## src/design/fpm_flag_map.vh

```
// register offsets, field positions, reset values and timing counts of the flag pin mux
`ifndef FPM_FLAG_MAP_VH
`define FPM_FLAG_MAP_VH

`define FPM_ADDR_W 9
`define FPM_DATA_W 16
`define FPM_PIN_N 13
`define FPM_BUS_W 16

`define FPM_OFS_DIRECTION 9'h1c1
`define FPM_OFS_POLARITY 9'h1c2

`define FPM_RST_DIRECTION 13'h1fff
`define FPM_RST_POLARITY 13'h0000

// flag bus element of each pin
`define FPM_IDX_GENERAL_PIN_0 0
`define FPM_IDX_GENERAL_PIN_1 1
`define FPM_IDX_GENERAL_PIN_2 2
`define FPM_IDX_TRIGGER_PIN_1 3
`define FPM_IDX_TRIGGER_PIN_6 8
`define FPM_IDX_INTERRUPT_OUT_PIN 9
`define FPM_IDX_AMPLIFIER_OUT_PIN_1 10
`define FPM_IDX_AMPLIFIER_OUT_PIN_2 11
`define FPM_IDX_DEBUG_PIN 12

// elements 0..2 are pin only, 3..12 have a source select
`define FPM_SRC_LO 3
`define FPM_SRC_N 10
`define FPM_TRIG_N 6

// anti-glitch filter length in system clock cycles
`define FPM_FILTER_CYCLES 3

`endif

```

## src/design/fpm_flag_pin_mux.v

```verilog
// flag pin direction and polarity mux with its two configuration registers
`timescale 1ns/1ps
`default_nettype none
`include "fpm_flag_map.vh"
module fpm_flag_pin_mux #(
	parameter PIN_N = `FPM_PIN_N,
	parameter BUS_W = `FPM_BUS_W,
	parameter FILTER_CYCLES = `FPM_FILTER_CYCLES
) (
	input wire ref_clk,
	input wire resetn,
	input wire clk_en,
	input wire [`FPM_ADDR_W-1:0] reg_addr,
	input wire reg_wr,
	input wire reg_rd,
	input wire [`FPM_DATA_W-1:0] reg_wdata,
	output reg [`FPM_DATA_W-1:0] reg_rdata_q,
	input wire [`FPM_SRC_N-1:0] flag_source_sel,
	input wire [BUS_W-1:0] channel_flags_1,
	input wire [BUS_W-1:0] channel_flags_2,
	input wire [PIN_N-1:0] pin_in,
	output reg [PIN_N-1:0] pin_out_q,
	output reg [PIN_N-1:0] pin_oe_q,
	output reg [PIN_N-1:0] pin_is_flag_q,
	output reg [`FPM_TRIG_N-1:0] trigger_active_q,
	output reg [BUS_W-1:0] flag_bus_q
);
	reg [PIN_N-1:0] direction_q;
	reg [PIN_N-1:0] polarity_q;
	reg [PIN_N-1:0] direction_d;
	reg [PIN_N-1:0] polarity_d;
	reg [`FPM_DATA_W-1:0] rdata_d;
	reg [PIN_N-1:0] pin_out_d;
	reg [PIN_N-1:0] pin_oe_d;
	reg [BUS_W-1:0] flag_bus_d;
	reg [`FPM_TRIG_N-1:0] trigger_active_d;
	wire [BUS_W-1:0] int_flags;
	wire [PIN_N-1:0] routed;
	wire [PIN_N-1:0] pin_filt;
	wire [`FPM_TRIG_N-1:0] trigger_sense;
	wire wr_direction;
	wire wr_polarity;
	integer i;

	// role of a pin-routed element, decoded from its source and direction bits
	localparam [1:0] ROLE_NORMAL = 2'h0;
	localparam [1:0] ROLE_OUTPUT = 2'h1;
	localparam [1:0] ROLE_INPUT = 2'h2;

	// register decode for the write path; the read path decodes with a case on reg_addr
	function hit;
		input [`FPM_ADDR_W-1:0] addr;
		input [`FPM_ADDR_W-1:0] ofs;
		begin
			hit = (addr == ofs);
		end
	endfunction

	// widen a 13-bit field to the register width, upper bits as zero
	function [`FPM_DATA_W-1:0] widen;
		input [PIN_N-1:0] field;
		begin
			widen = {{(`FPM_DATA_W-PIN_N){1'b0}}, field};
		end
	endfunction

	// source select wins over direction, so a stale direction bit never drives a pin
	function [1:0] pin_role;
		input src_bit;
		input dir_bit;
		begin
			if (!src_bit) begin
				pin_role = ROLE_NORMAL;
			end else if (!dir_bit) begin
				pin_role = ROLE_OUTPUT;
			end else begin
				pin_role = ROLE_INPUT;
			end
		end
	endfunction

	assign int_flags = channel_flags_1 & channel_flags_2;

	// general pins are always routed, the selectable ones follow the source register
	assign routed = {flag_source_sel, 3'b111};

	// polarity bits of the trigger pins double as their activity sense
	assign trigger_sense = polarity_q[`FPM_IDX_TRIGGER_PIN_6:`FPM_IDX_TRIGGER_PIN_1];

	assign wr_direction = reg_wr && hit(reg_addr, `FPM_OFS_DIRECTION);
	assign wr_polarity = reg_wr && hit(reg_addr, `FPM_OFS_POLARITY);

	// every pin is filtered; only input-role elements read the result
	fpm_glitch_filter #(
		.WIDTH(PIN_N),
		.CYCLES(FILTER_CYCLES)
	) u_filter (
		.ref_clk(ref_clk),
		.resetn(resetn),
		.clk_en(clk_en),
		.raw_in(pin_in),
		.filt_q(pin_filt)
	);

	always @* begin
		direction_d = direction_q;
		polarity_d = polarity_q;
		if (wr_direction) begin
			direction_d = reg_wdata[PIN_N-1:0];
		end
		if (wr_polarity) begin
			polarity_d = reg_wdata[PIN_N-1:0];
		end
	end

	always @* begin
		rdata_d = reg_rdata_q;
		if (reg_rd) begin
			case (reg_addr)
				`FPM_OFS_DIRECTION: begin
					rdata_d = widen(direction_q);
				end
				`FPM_OFS_POLARITY: begin
					rdata_d = widen(polarity_q);
				end
				default: begin
					// unmapped addresses read as zero
					rdata_d = {`FPM_DATA_W{1'b0}};
				end
			endcase
		end
	end

	always @* begin
		// the three top elements never meet a pin and carry channel-to-channel data
		flag_bus_d = int_flags;
		pin_out_d = {PIN_N{1'b0}};
		pin_oe_d = {PIN_N{1'b0}};
		for (i = 0; i < PIN_N; i = i + 1) begin
			case (pin_role(routed[i], direction_q[i]))
				ROLE_NORMAL: begin
					// normal function: direction and polarity are ignored here
					flag_bus_d[i] = int_flags[i];
				end
				ROLE_OUTPUT: begin
					// polarity acts on the pin side, the bus keeps the combined flag
					pin_out_d[i] = int_flags[i] ^ polarity_q[i];
					pin_oe_d[i] = 1'b1;
					flag_bus_d[i] = int_flags[i];
				end
				ROLE_INPUT: begin
					flag_bus_d[i] = pin_filt[i] ^ polarity_q[i];
				end
				default: begin
					flag_bus_d[i] = int_flags[i];
				end
			endcase
		end
	end

	always @* begin
		trigger_active_d = {`FPM_TRIG_N{1'b0}};
		for (i = 0; i < `FPM_TRIG_N; i = i + 1) begin
			// only meaningful while the trigger pin keeps its normal role
			if (!routed[`FPM_IDX_TRIGGER_PIN_1+i]) begin
				trigger_active_d[i] = pin_in[`FPM_IDX_TRIGGER_PIN_1+i] ^ trigger_sense[i];
			end
		end
	end

	always @(posedge ref_clk or negedge resetn) begin
		if (!resetn) begin
			direction_q <= `FPM_RST_DIRECTION;
		end else if (clk_en) begin
			direction_q <= direction_d;
		end
	end

	always @(posedge ref_clk or negedge resetn) begin
		if (!resetn) begin
			polarity_q <= `FPM_RST_POLARITY;
		end else if (clk_en) begin
			polarity_q <= polarity_d;
		end
	end

	// read data holds between reads so a slow reader may sample it late
	always @(posedge ref_clk or negedge resetn) begin
		if (!resetn) begin
			reg_rdata_q <= {`FPM_DATA_W{1'b0}};
		end else if (clk_en) begin
			reg_rdata_q <= rdata_d;
		end
	end

	// outputs are registered; a pin changes one cycle after its cause
	always @(posedge ref_clk or negedge resetn) begin
		if (!resetn) begin
			pin_out_q <= {PIN_N{1'b0}};
			pin_oe_q <= {PIN_N{1'b0}};
			pin_is_flag_q <= {PIN_N{1'b0}};
			trigger_active_q <= {`FPM_TRIG_N{1'b0}};
			flag_bus_q <= {BUS_W{1'b0}};
		end else if (clk_en) begin
			pin_out_q <= pin_out_d;
			pin_oe_q <= pin_oe_d;
			pin_is_flag_q <= routed;
			trigger_active_q <= trigger_active_d;
			flag_bus_q <= flag_bus_d;
		end
	end
endmodule // fpm_flag_pin_mux
`default_nettype wire

```

## src/design/fpm_glitch_filter.v

```verilog
// per-bit anti-glitch filter: output follows input once it has been stable for a set number of cycles
`timescale 1ns/1ps
`default_nettype none
module fpm_glitch_filter #(
	parameter WIDTH = 13,
	parameter CYCLES = 3
) (
	input wire ref_clk,
	input wire resetn,
	input wire clk_en,
	input wire [WIDTH-1:0] raw_in,
	output reg [WIDTH-1:0] filt_q
);
	reg [WIDTH*CYCLES-1:0] hist_q;
	integer b;
	integer k;
	reg all_one;
	reg all_zero;
	reg [WIDTH-1:0] filt_d;

	always @* begin
		filt_d = filt_q;
		all_one = 1'b1;
		all_zero = 1'b1;
		for (b = 0; b < WIDTH; b = b + 1) begin
			all_one = 1'b1;
			all_zero = 1'b1;
			for (k = 0; k < CYCLES; k = k + 1) begin
				all_one = all_one & hist_q[k*WIDTH+b];
				all_zero = all_zero & ~hist_q[k*WIDTH+b];
			end
			// a level shorter than the window leaves the output where it was
			if (all_one) begin
				filt_d[b] = 1'b1;
			end else if (all_zero) begin
				filt_d[b] = 1'b0;
			end
		end
	end

	always @(posedge ref_clk or negedge resetn) begin
		if (!resetn) begin
			hist_q <= {WIDTH*CYCLES{1'b0}};
			filt_q <= {WIDTH{1'b0}};
		end else if (clk_en) begin
			hist_q <= {hist_q[WIDTH*(CYCLES-1)-1:0], raw_in};
			filt_q <= filt_d;
		end
	end
endmodule // fpm_glitch_filter
`default_nettype wire

```

## config.mk

```make
export PLATFORM = sky130hd
export DESIGN_NAME = fpm_flag_pin_mux
export DESIGN_NICKNAME = d
export VERILOG_FILES = /design/src/design/fpm_flag_pin_mux.v /design/src/design/fpm_glitch_filter.v
export VERILOG_INCLUDE_DIRS = /design/src /design/src/design
export SDC_FILE = /design/constraint.sdc
export NUM_CORES = 1
export LEC_CHECK = 0
export BUFFER_PORTS_ARGS = -buffer_cell sky130_fd_sc_hd__buf_4
export CORE_MARGIN = 3
export CORE_UTILIZATION = 51
export DETAILED_ROUTE_END_ITERATION = 7
export PLACE_DENSITY_LB_ADDON = 0.15
export SLEW_MARGIN = 20
export SYNTH_ARGS = -nofsm -noshare
export SYNTH_HDL_FRONTEND = slang
export SYNTH_SLANG_ARGS = --single-unit
```

## constraint.sdc

```tcl
create_clock -name ref_clk -period 3.15 [get_ports ref_clk]
set_input_delay 0.63 -clock ref_clk [delete_from_list [all_inputs] [get_ports ref_clk]]
set_output_delay 0.63 -clock ref_clk [all_outputs]
set_load 0.005 [all_outputs]
```

==> results.toml, run 1 <==
[setup_path]
crit_start = "clk_en"
cp_num_cells = 5
cp_top_family = "simple AND/OR/NAND/NOR gates"
cp-start-kind = "primary input"
cpMostUsedCell = "buf_4"
timing.critical_path.to = "reg_rdata_q[6]"
path_cells = "buf_4 -> nand2_1 -> buf_4 -> nand4b_1 -> o221ai_1"
worstReg2RegEnd = "u_filter.filt_q[3]"
critical_path_required_ns = 3.45
worstSetupEndpointType = "flip-flop"
critPathMaxStageDelay_ns = 0.69
crit_fanout = 45
cp_slowest_cell = "nand4b_1"
worst-endpoint-arrival_ns = 2.53
timing.rr.start = "u_filter.hist_q[3]"
r2r_slack_ns = 1.93
r2r_cells = 3
path_class = "primary input to flip-flop"
cp.buffers_inverters = 2

[grt]
grt_pass1_vias = 4462
grt_usage_pct = 20.4
grt_pass1_wl_um = 23000
grt.overflow.total = 0
grt_max_degree = 99
antenna_found_initial = 0

[clock_tree]
clk_pin_slew_worst_paths_ns = 0.06
cts-root-buf = "clkbuf_16"
cts_repair_resize_count = 0
cts_hold_buffers = 0
clk-insertion-delay-late_ns = 0.41
h-tree-depth = 4
clock_sinks = 150
cts_tree = "yes"
numCtsBuffers = 17
clock_path_buffers = 2
cts_setup_buffers = 0

[timing]
finalCriticalPeriod_ns = 2.22
finalCritPeriodShare_pct = 70.6
setup_tns_ns = 0
slew-limit-headroom_pct = 47.3
tightest_slew_ns = 0.786
max_freq_mhz = 450
finalHoldViolCount = 0
slew_viol_final = 0
rsz0062_at_grt = "no"
setup_violations = 0
fin_skew_ns = 0.00416

[synth]
synth.area.top_cells = "dfrtp_1, mux2_2, dfstp_2"
synth-edff-count = 0
syn-instance-count = 536
yosys.cell_count.top_type = "dfrtp_1"
netlist.area_leader.share_pct = 51.9
synthDistinctLibCells = 29
syn_area_mm2 = 0.00661
synth_async_sr_flop_share_pct = 100
synth.avg_cell_area_um2 = 12.3
yosysSeqAreaShare_pct = 57.1
synth_area_leader_cell = "dfrtp_1"
ys.flop_type = "dfrtp_1"
ys_top_cells_by_count = "dfrtp_1, mux2_2, inv_1"
ys_ff_latch = 150
ys.warnings.count = 0

[routing]
drc = 0
dr.pass1.iters = 4
wl_per_cell_um = 16.2
drt_iter0_drc = 270
vias = 4464
vias_per_cell = 5.12
wl_um = 14100
postRouteAntennaNets = 0

[flow_run]
maxCapViolCount = 0

[floorplanning]
die_w_um = 120
initial_core_util_pct = 53.7
die_area_mm2 = 0.0144
row_count = 40
num_io_pins = 162
core_mm2 = 0.0123
dieHeight_um = 120

[pwr]
p_per_area_mw_per_mm2 = 561
peakVddDrop_v = 0.000439
leakagePower_uw = 0.00401
power_uw = 4750

[hold_path]
hold_path.class = "primary input to asynchronous set/reset pin"

[placement]
place.gp.congestion = 0.782
io_buffer_count = 155
dp_hpwl_um = 10000

[status]
status = "completed"

[layout]
final_util_pct = 68.9
area_growth_pct = 28.3
drive_above_1_share_pct = 44.6
nets = 776
diodes = 0
-- per-stage QoR --
step | instances | area (µm²) | worst slack, ns | hold slack, ns
6_report | 872 | 8480 | 0.927 | 0.199
4_1_cts | 872 | 8480 | 0.896 | 0.220
5_1_grt | 872 | 8480 | 0.810 | 0.246
3_5_place_dp | 840 | 7900 | 0.471 | 0.477
3_3_place_gp | 840 | 7900 | 0.552 | 0.475
2_1_floorplan | 538 | 6610 | 1.48 | 0.334
-- logic make-up after synthesis --
group,after synthesis,synth area share (%)
flip-flops,150,57.1
AO/OA/AOI/OAI,74,6.84
other,1,0.0568
multiplexers,104,18.7
AND/OR/NAND/NOR,95,7.78
XOR/XNOR,32,4.24
buffers and inverters,80,5.34
-- report_power, final --
group	switching, µW	total [µW]	internal (µW)
Sequential	131	2230	2100
Clock	733	1950	1220
Combinational	233	568	334
Total	1100	4750	3660
-- routing by layer --
| metal | track usage [%] | part of all wire [%] | vias to the layer above | wire length [µm] |
|---|---|---|---|---|
| met5 | 0 | 0 | - | 0 |
| met4 | 6.23 | 1.4 | 0 | 191 |
| met3 | 4.67 | 4.0 | 13 | 565 |
| met2 | 33.8 | 50 | 98 | 7090 |
| met1 | 27.0 | 44 | 2207 | 6280 |
| li1 | - | - | 2146 | - |
-- final cells by class --
| type | count | area [µm²] |
|---|---|---|
| fillers | 932 | 3830 |
| repair buffers | 159 | 1220 |
| inverters | 55 | 206 |
| multi-input cells | 308 | 2490 |
| clock inverters | 9 | 100 |
| clock buffers | 23 | 478 |
| well taps | 168 | 210 |
| flip-flops and latches | 150 | 3770 |
-- placed cells by master, fill, tap and decap left out, types with 16 or more instances in the layout --
cell type / n
a21oi_1: 19
buf_4: 156
clkbuf_16: 17
dfrtp_1: 137
inv_1: 55
mux2_2: 74
mux2_4: 20
nand2_1: 40
nor2_1: 19
o21ai_0: 16
xnor2_1: 32
-- registers in the layout, summed over array words and instances (netlist names) --
signal / cells
u_filter.hist_q: 39
pin_out_q: 13
pin_is_flag_q: 11
polarity_q: 13
flag_bus_q: 16
direction_q: 13
reg_rdata_q: 13
pin_oe_q: 13
trigger_active_q: 6
u_filter.filt_q: 13
-- how the worst min path moves through the flow --
stage                         startpoint        endpoint  slack (ns)  cells past startpoint
after floorplan                   resetn   flag_bus_q[0]        0.33                      0
after global placement    reg_rdata_q[8]  reg_rdata_q[8]        0.48                      2
after detailed placement  reg_rdata_q[3]  reg_rdata_q[3]        0.48                      2
after CTS                         resetn  flag_bus_q[13]        0.22                      1
after global routing              resetn     pin_oe_q[2]        0.25                      1
final                             resetn  flag_bus_q[13]        0.20                      1
(Power assumes the default switching activity.)
==> run 2, diff against run 1 <==
==> constraint.sdc (replaced) <==
create_clock -name ref_clk -period 2.1 [get_ports ref_clk]
set_input_delay 0.42 -clock ref_clk [delete_from_list [all_inputs] [get_ports ref_clk]]
set_output_delay 0.42 -clock ref_clk [all_outputs]
set_load 0.005 [all_outputs]
==> run 2 against run 1 <==
Non-clock buffer count rose by 11. Routed wire length rose by 2.3%. Clock skew rose by 0.0024 ns. Critical endpoint is now polarity_q[11]. Largest cell class unchanged. Highest routed layer unchanged.
==> results.toml, run 2 (same netlist as run 1, synthesis figures left out) <==
[placement]
io_buffer_count = 155
dp_hpwl_um = 10600
place.gp.congestion = 0.770

[pwr]
peakVddDrop_v = 0.000550
seq_power_share_pct = 45.8
p_per_area_mw_per_mm2 = 848
power.switching_uw = 1650
power_frac_comb_pct = 11.9
p_clk_share_pct = 42.3
switching_share_pct = 22.6
power_uw = 7310
leakagePower_uw = 0.00409
intPower_uw = 5660

[layout]
most-common-layout-cells = "buf_4, dfrtp_1, mux2_2"
regMostFlops = "u_filter.hist_q"
largest_register_ffs = 39
fillers = 926
diodes = 0
area_growth_pct = 30.5
nets = 787
layout_commonest_cell = "buf_4"
drive_above_1_share_pct = 45.3
reg.largest.list = "u_filter.hist_q x39, flag_bus_q x16"

[setup_path]
cp_slowest_cell = "mux2_4"
path_class = "primary input to flip-flop"
r2r_slack_ns = 0.89
worstSetupEndpointType = "flip-flop"
cp.buffers_inverters = 1
critical_path_required_ns = 2.39
cp-start-kind = "primary input"
path_cells = "buf_4 -> and2_2 -> nand4_4 -> mux2_4"
cp_top_family = "simple AND/OR/NAND/NOR gates"
crit_fanout = 17
worst-endpoint-arrival_ns = 1.71
worstReg2RegEnd = "u_filter.filt_q[2]"
timing.rr.start = "u_filter.hist_q[2]"
r2r_cells = 3
crit_start = "clk_en"
critPathMaxStageDelay_ns = 0.43

[timing]
setup_violations = 0
rsz0062_at_grt = "no"
finalHoldViolCount = 0
finalCritPeriodShare_pct = 67.6
max_freq_mhz = 705
fin_skew_ns = 0.00656
slew_viol_final = 0
finalCriticalPeriod_ns = 1.42
setup_tns_ns = 0

[clock_tree]
cts_setup_buffers = 0
numCtsBuffers = 17
clk_pin_slew_worst_paths_ns = 0.06
clock_sinks = 150
cts_tree = "yes"
clock_path_buffers = 2
cts-root-buf = "clkbuf_16"
cts_repair_resize_count = 0
cts_hold_buffers = 1
h-tree-depth = 4
clk-insertion-delay-late_ns = 0.41

[flow_run]
maxCapViolCount = 0

[routing]
vias_per_cell = 5.15
drc = 0
wl_um = 14500
dr.pass1.iters = 4
drt_iter0_drc = 273
wl_per_cell_um = 16.4
postRouteAntennaNets = 0
vias = 4547

[grt]
grt_pass1_vias = 4595
grt_usage_pct = 20.7
grt_pass1_wl_um = 23300
grt.overflow.total = 0
grt_max_degree = 60
antenna_found_initial = 0

[floorplanning]
die_area_mm2 = 0.0144
die_w_um = 120
dieHeight_um = 120
core_mm2 = 0.0123
initial_core_util_pct = 53.7
row_count = 40
num_io_pins = 162

[hold_path]
hold_end = "flag_bus_q[13]"
min_path_cells = 3
hp-start = "channel_flags_2[13]"
hold_path.class = "primary input to flip-flop"

[status]
status = "completed"
-- run 2: changes by cell type in the layout (fill, tap and decap cells not counted), sizes merged --
cell / change
clkbuf: +1
inv: +1
clkinvlp: -2
dlygate4sd3: +1
bufinv: +1
buf: +10
clkinv: -1
-- run 2: how the worst max path moves through the flow --
stage / end / slack, ns / cells past startpoint
global placement: polarity_q[4] / 0.29 / 4
CTS: polarity_q[12] / 0.69 / 4
global route: polarity_q[7] / 0.66 / 4
floorplan: polarity_q[10] / 0.64 / 4
detailed placement: polarity_q[12] / 0.24 / 4
finish: polarity_q[11] / 0.68 / 4
-- run 2: per-layer routing --
| layer | part of all wire, % | GRT usage, % | wire length, µm |
|---|---|---|---|
| met1 | 44 | 26.8 | 6370 |
| met4 | 2.1 | 8.45 | 297 |
| met5 | 0 | 0 | 0 |
| met3 | 4.5 | 4.85 | 650 |
| met2 | 49 | 33.7 | 7130 |
-- run 2: final cells by class --
| cell class | count | area [µm²] | area share [%] |
|---|---|---|---|
| Clock inverter | 8 | 119 | 1.38 |
| Inverter | 55 | 206 | 2.39 |
| Timing Repair Buffer | 170 | 1330 | 15.5 |
| Sequential cell | 150 | 3770 | 43.7 |
| Clock buffer | 24 | 492 | 5.70 |
| Tap cell | 168 | 210 | 2.44 |
| Multi-Input combinational cell | 308 | 2490 | 28.9 |
-- run 2: power by group through the flow --
stage / sequential [µW] / clock, µW / combinational (µW)
6_report: 3350 / 3090 / 869
3_5_place_dp: 3400 / 0 / 877
3_3_place_gp: 3370 / 0 / 850
2_1_floorplan: 3350 / 0 / 446
5_1_grt: 3380 / 3270 / 963
4_1_cts: 3350 / 3160 / 883
-- run 2: metrics by stage --
stage | setup WS, ns | hold WS, ns | instances | instance area [µm²] | util (%)
global placement | 0.295 | 0.359 | 850 | 8000 | 65.0
detailed placement | 0.242 | 0.360 | 850 | 8000 | 65.0
global route | 0.658 | 0.219 | 883 | 8620 | 70.0
floorplan | 0.637 | 0.124 | 538 | 6610 | -
CTS | 0.692 | 0.212 | 883 | 8620 | 70.0
finish | 0.681 | 0.231 | 883 | 8620 | 70.0
-- run 2: worst register-to-register path: cells and delay by family, from the launching register on --
| family | cells | cell delay [ns] |
|---|---|---|
| AOI/OAI and AO/OA | 1 | 0.16 |
| DFF | 1 | 0.40 |
| and+or+nand+nor | 2 | 0.54 |
==> run 3, diff against run 2 <==
--- a/config.mk
+++ b/config.mk
@@ -8,7 +8,7 @@
 export LEC_CHECK = 0
 export BUFFER_PORTS_ARGS = -buffer_cell sky130_fd_sc_hd__buf_4
 export CORE_MARGIN = 3
-export CORE_UTILIZATION = 51
+export CORE_UTILIZATION = 48
 export DETAILED_ROUTE_END_ITERATION = 7
 export PLACE_DENSITY_LB_ADDON = 0.15
 export SLEW_MARGIN = 20
==> constraint.sdc (replaced) <==
create_clock -name ref_clk -period 1.2 [get_ports ref_clk]
set_input_delay 0.24 -clock ref_clk [delete_from_list [all_inputs] [get_ports ref_clk]]
set_output_delay 0.24 -clock ref_clk [all_outputs]
set_load 0.005 [all_outputs]
==> run 3 against run 2 <==
The flow now finishes with violations (negative setup slack). Clock skew shrank 0.0038 ns. Clock power grew 71%. Cell count up 7.6%. Largest power group unchanged.
==> results.toml, run 3 (same netlist as run 1, synthesis figures left out) <==
[placement]
dp_hpwl_um = 11200
io_buffer_count = 155
place.gp.congestion = 0.806
placed_area_mm2 = 0.00822

[setup_path]
r2r_cells = 3
worst-endpoint-arrival_ns = 0.96
timing.rr.start = "u_filter.hist_q[6]"
cp-start-kind = "flip-flop"
timing.critical_path.to = "pin_is_flag_q[2]"
cp_slowest_cell = "dfrtp_1"
critPathMaxStageDelay_ns = 0.40
cp_num_cells = 1
crit_fanout = 4
critical_path_required_ns = 0.96
worstReg2RegEnd = "u_filter.filt_q[6]"
crit_start = "pin_is_flag_q[2]"
path_cells = "buf_4"
r2r_slack_ns = 0.03
cp_top_family = "flip-flops"
cp.buffers_inverters = 1
path_class = "flip-flop to output pin"
worstSetupEndpointType = "output pin"

[grt]
grt_pass1_vias = 4769
grt_max_degree = 38
grt_usage_pct = 20.6
grt.overflow.total = 0
grt_pass1_wl_um = 24000
antenna_found_initial = 0

[timing]
worst_slack_ns = -0.00442
setup_tns_ns = -0.00949
finalCritPeriodShare_pct = 100
fin_skew_ns = 0.00275
setup_violations = 3
max_freq_mhz = 830
rsz0062_at_grt = "yes"
hold_slack_ns = 0.0518
finalHoldViolCount = 0
slew_viol_final = 0
finalCriticalPeriod_ns = 1.20

[layout]
regMostFlops = "u_filter.hist_q"
stdcell_area_mm2 = 0.00934
drive_above_1_share_pct = 50.9
largest_register_ffs = 39
most-common-layout-cells = "buf_4, dfrtp_1, mux2_2"
nets = 846
reg.largest.list = "u_filter.hist_q x39, flag_bus_q x16"
layout_commonest_cell = "buf_4"
area_growth_pct = 41.3
diodes = 0

[pwr]
power.switching_uw = 3040
leakagePower_uw = 0.00445
seq_power_share_pct = 45.2
switching_share_pct = 23.4
peakVddDrop_v = 0.000733
p_clk_share_pct = 40.6
power_frac_comb_pct = 14.2
p_per_area_mw_per_mm2 = 1390
intPower_uw = 9980
power_uw = 13000

[status]
status = "finished, violations left"
violations = "negative setup slack"

[routing]
postRouteAntennaNets = 0
dr.pass1.iters = 6
wl_um = 15800
wl_met2_um = 7900
m1WireLength_um = 6760
vias = 4844
vias_per_cell = 5.10
drt_iter0_drc = 266
top_layer = "met4"
wl_met3_um = 775
drc = 0
wl_per_cell_um = 16.6

[floorplanning]
initial_core_util_pct = 49.5
die_area_mm2 = 0.0152
num_io_pins = 162
die_w_um = 123
row_count = 42
dieHeight_um = 123
core_mm2 = 0.0133

[clock_tree]
cts-root-buf = "clkbuf_16"
clock_path_buffers = 2
h-tree-depth = 4
clk_pin_slew_worst_paths_ns = 0.06
numCtsBuffers = 17
clock_sinks = 150
cts_tree = "yes"
clk-insertion-delay-late_ns = 0.42

[hold_path]
hold_path.class = "primary input to flip-flop"

[flow_run]
maxCapViolCount = 0
## run 3: area by class of cell
class | count | area [µm²]
inverters | 55 | 206
clock inverters | 8 | 95.1
repair buffers | 229 | 2010
well taps | 176 | 220
fillers | 943 | 4010
clock buffers | 24 | 502
multi-input cells | 308 | 2540
flip-flops and latches | 150 | 3770
## run 3: power by group through the flow
| stage | Combinational [µW] | Sequential [µW] | Clock [µW] |
|---|---|---|---|
| 2_1_floorplan | 781 | 5860 | 0 |
| 3_5_place_dp | 1640 | 5930 | 0 |
| 6_report | 1850 | 5890 | 5280 |
| 3_3_place_gp | 1590 | 5900 | 0 |
| 5_1_grt | 2030 | 5940 | 5610 |
| 4_1_cts | 1700 | 5850 | 5370 |
## run 3: worst min-delay path by stage
stage | startpoint | slack, ns | to | depth (start not counted)
after floorplan | resetn | -0.06 | flag_bus_q[0] | 0
after global placement | resetn | 0.13 | flag_bus_q[15] | 1
after detailed placement | resetn | 0.12 | pin_oe_q[2] | 1
after CTS | pin_in[2] | 0.04 | u_filter.hist_q[2] | 2
after global routing | pin_in[2] | 0.05 | u_filter.hist_q[2] | 2
final | pin_in[11] | 0.05 | u_filter.hist_q[11] | 2
## run 3: per-stage QoR
step / utilization, % / setup slack [ns] / cells
5_1_grt: 70.0 / -0.0436 / 950
2_1_floorplan: - / -0.0831 / 538
3_3_place_gp: 61.6 / -0.243 / 881
6_report: 70.0 / -0.00442 / 950
4_1_cts: 67.3 / -0.0287 / 925
3_5_place_dp: 61.6 / -0.289 / 881
## run 3: per-layer routing
metal  global-route usage [%]  vias to the layer above
li1                         -                     2277
met1                     27.1                     2411
met2                     33.5                      129
met3                     4.12                       27
met4                     8.44                        0
met5                        0                        -
## run 3: what timing repair did
| action | 4_1_cts | 5_1_grt |
|---|---|---|
| gates resized for setup | 19 | 46 |
| setup endpoints to repair | 29 | 72 |
| endpoints found under the hold margin | 113 | 0 |
| pin swaps | 0 | 1 |
| buffers inserted | 11 | 25 |
| hold buffers | 1 | 0 |
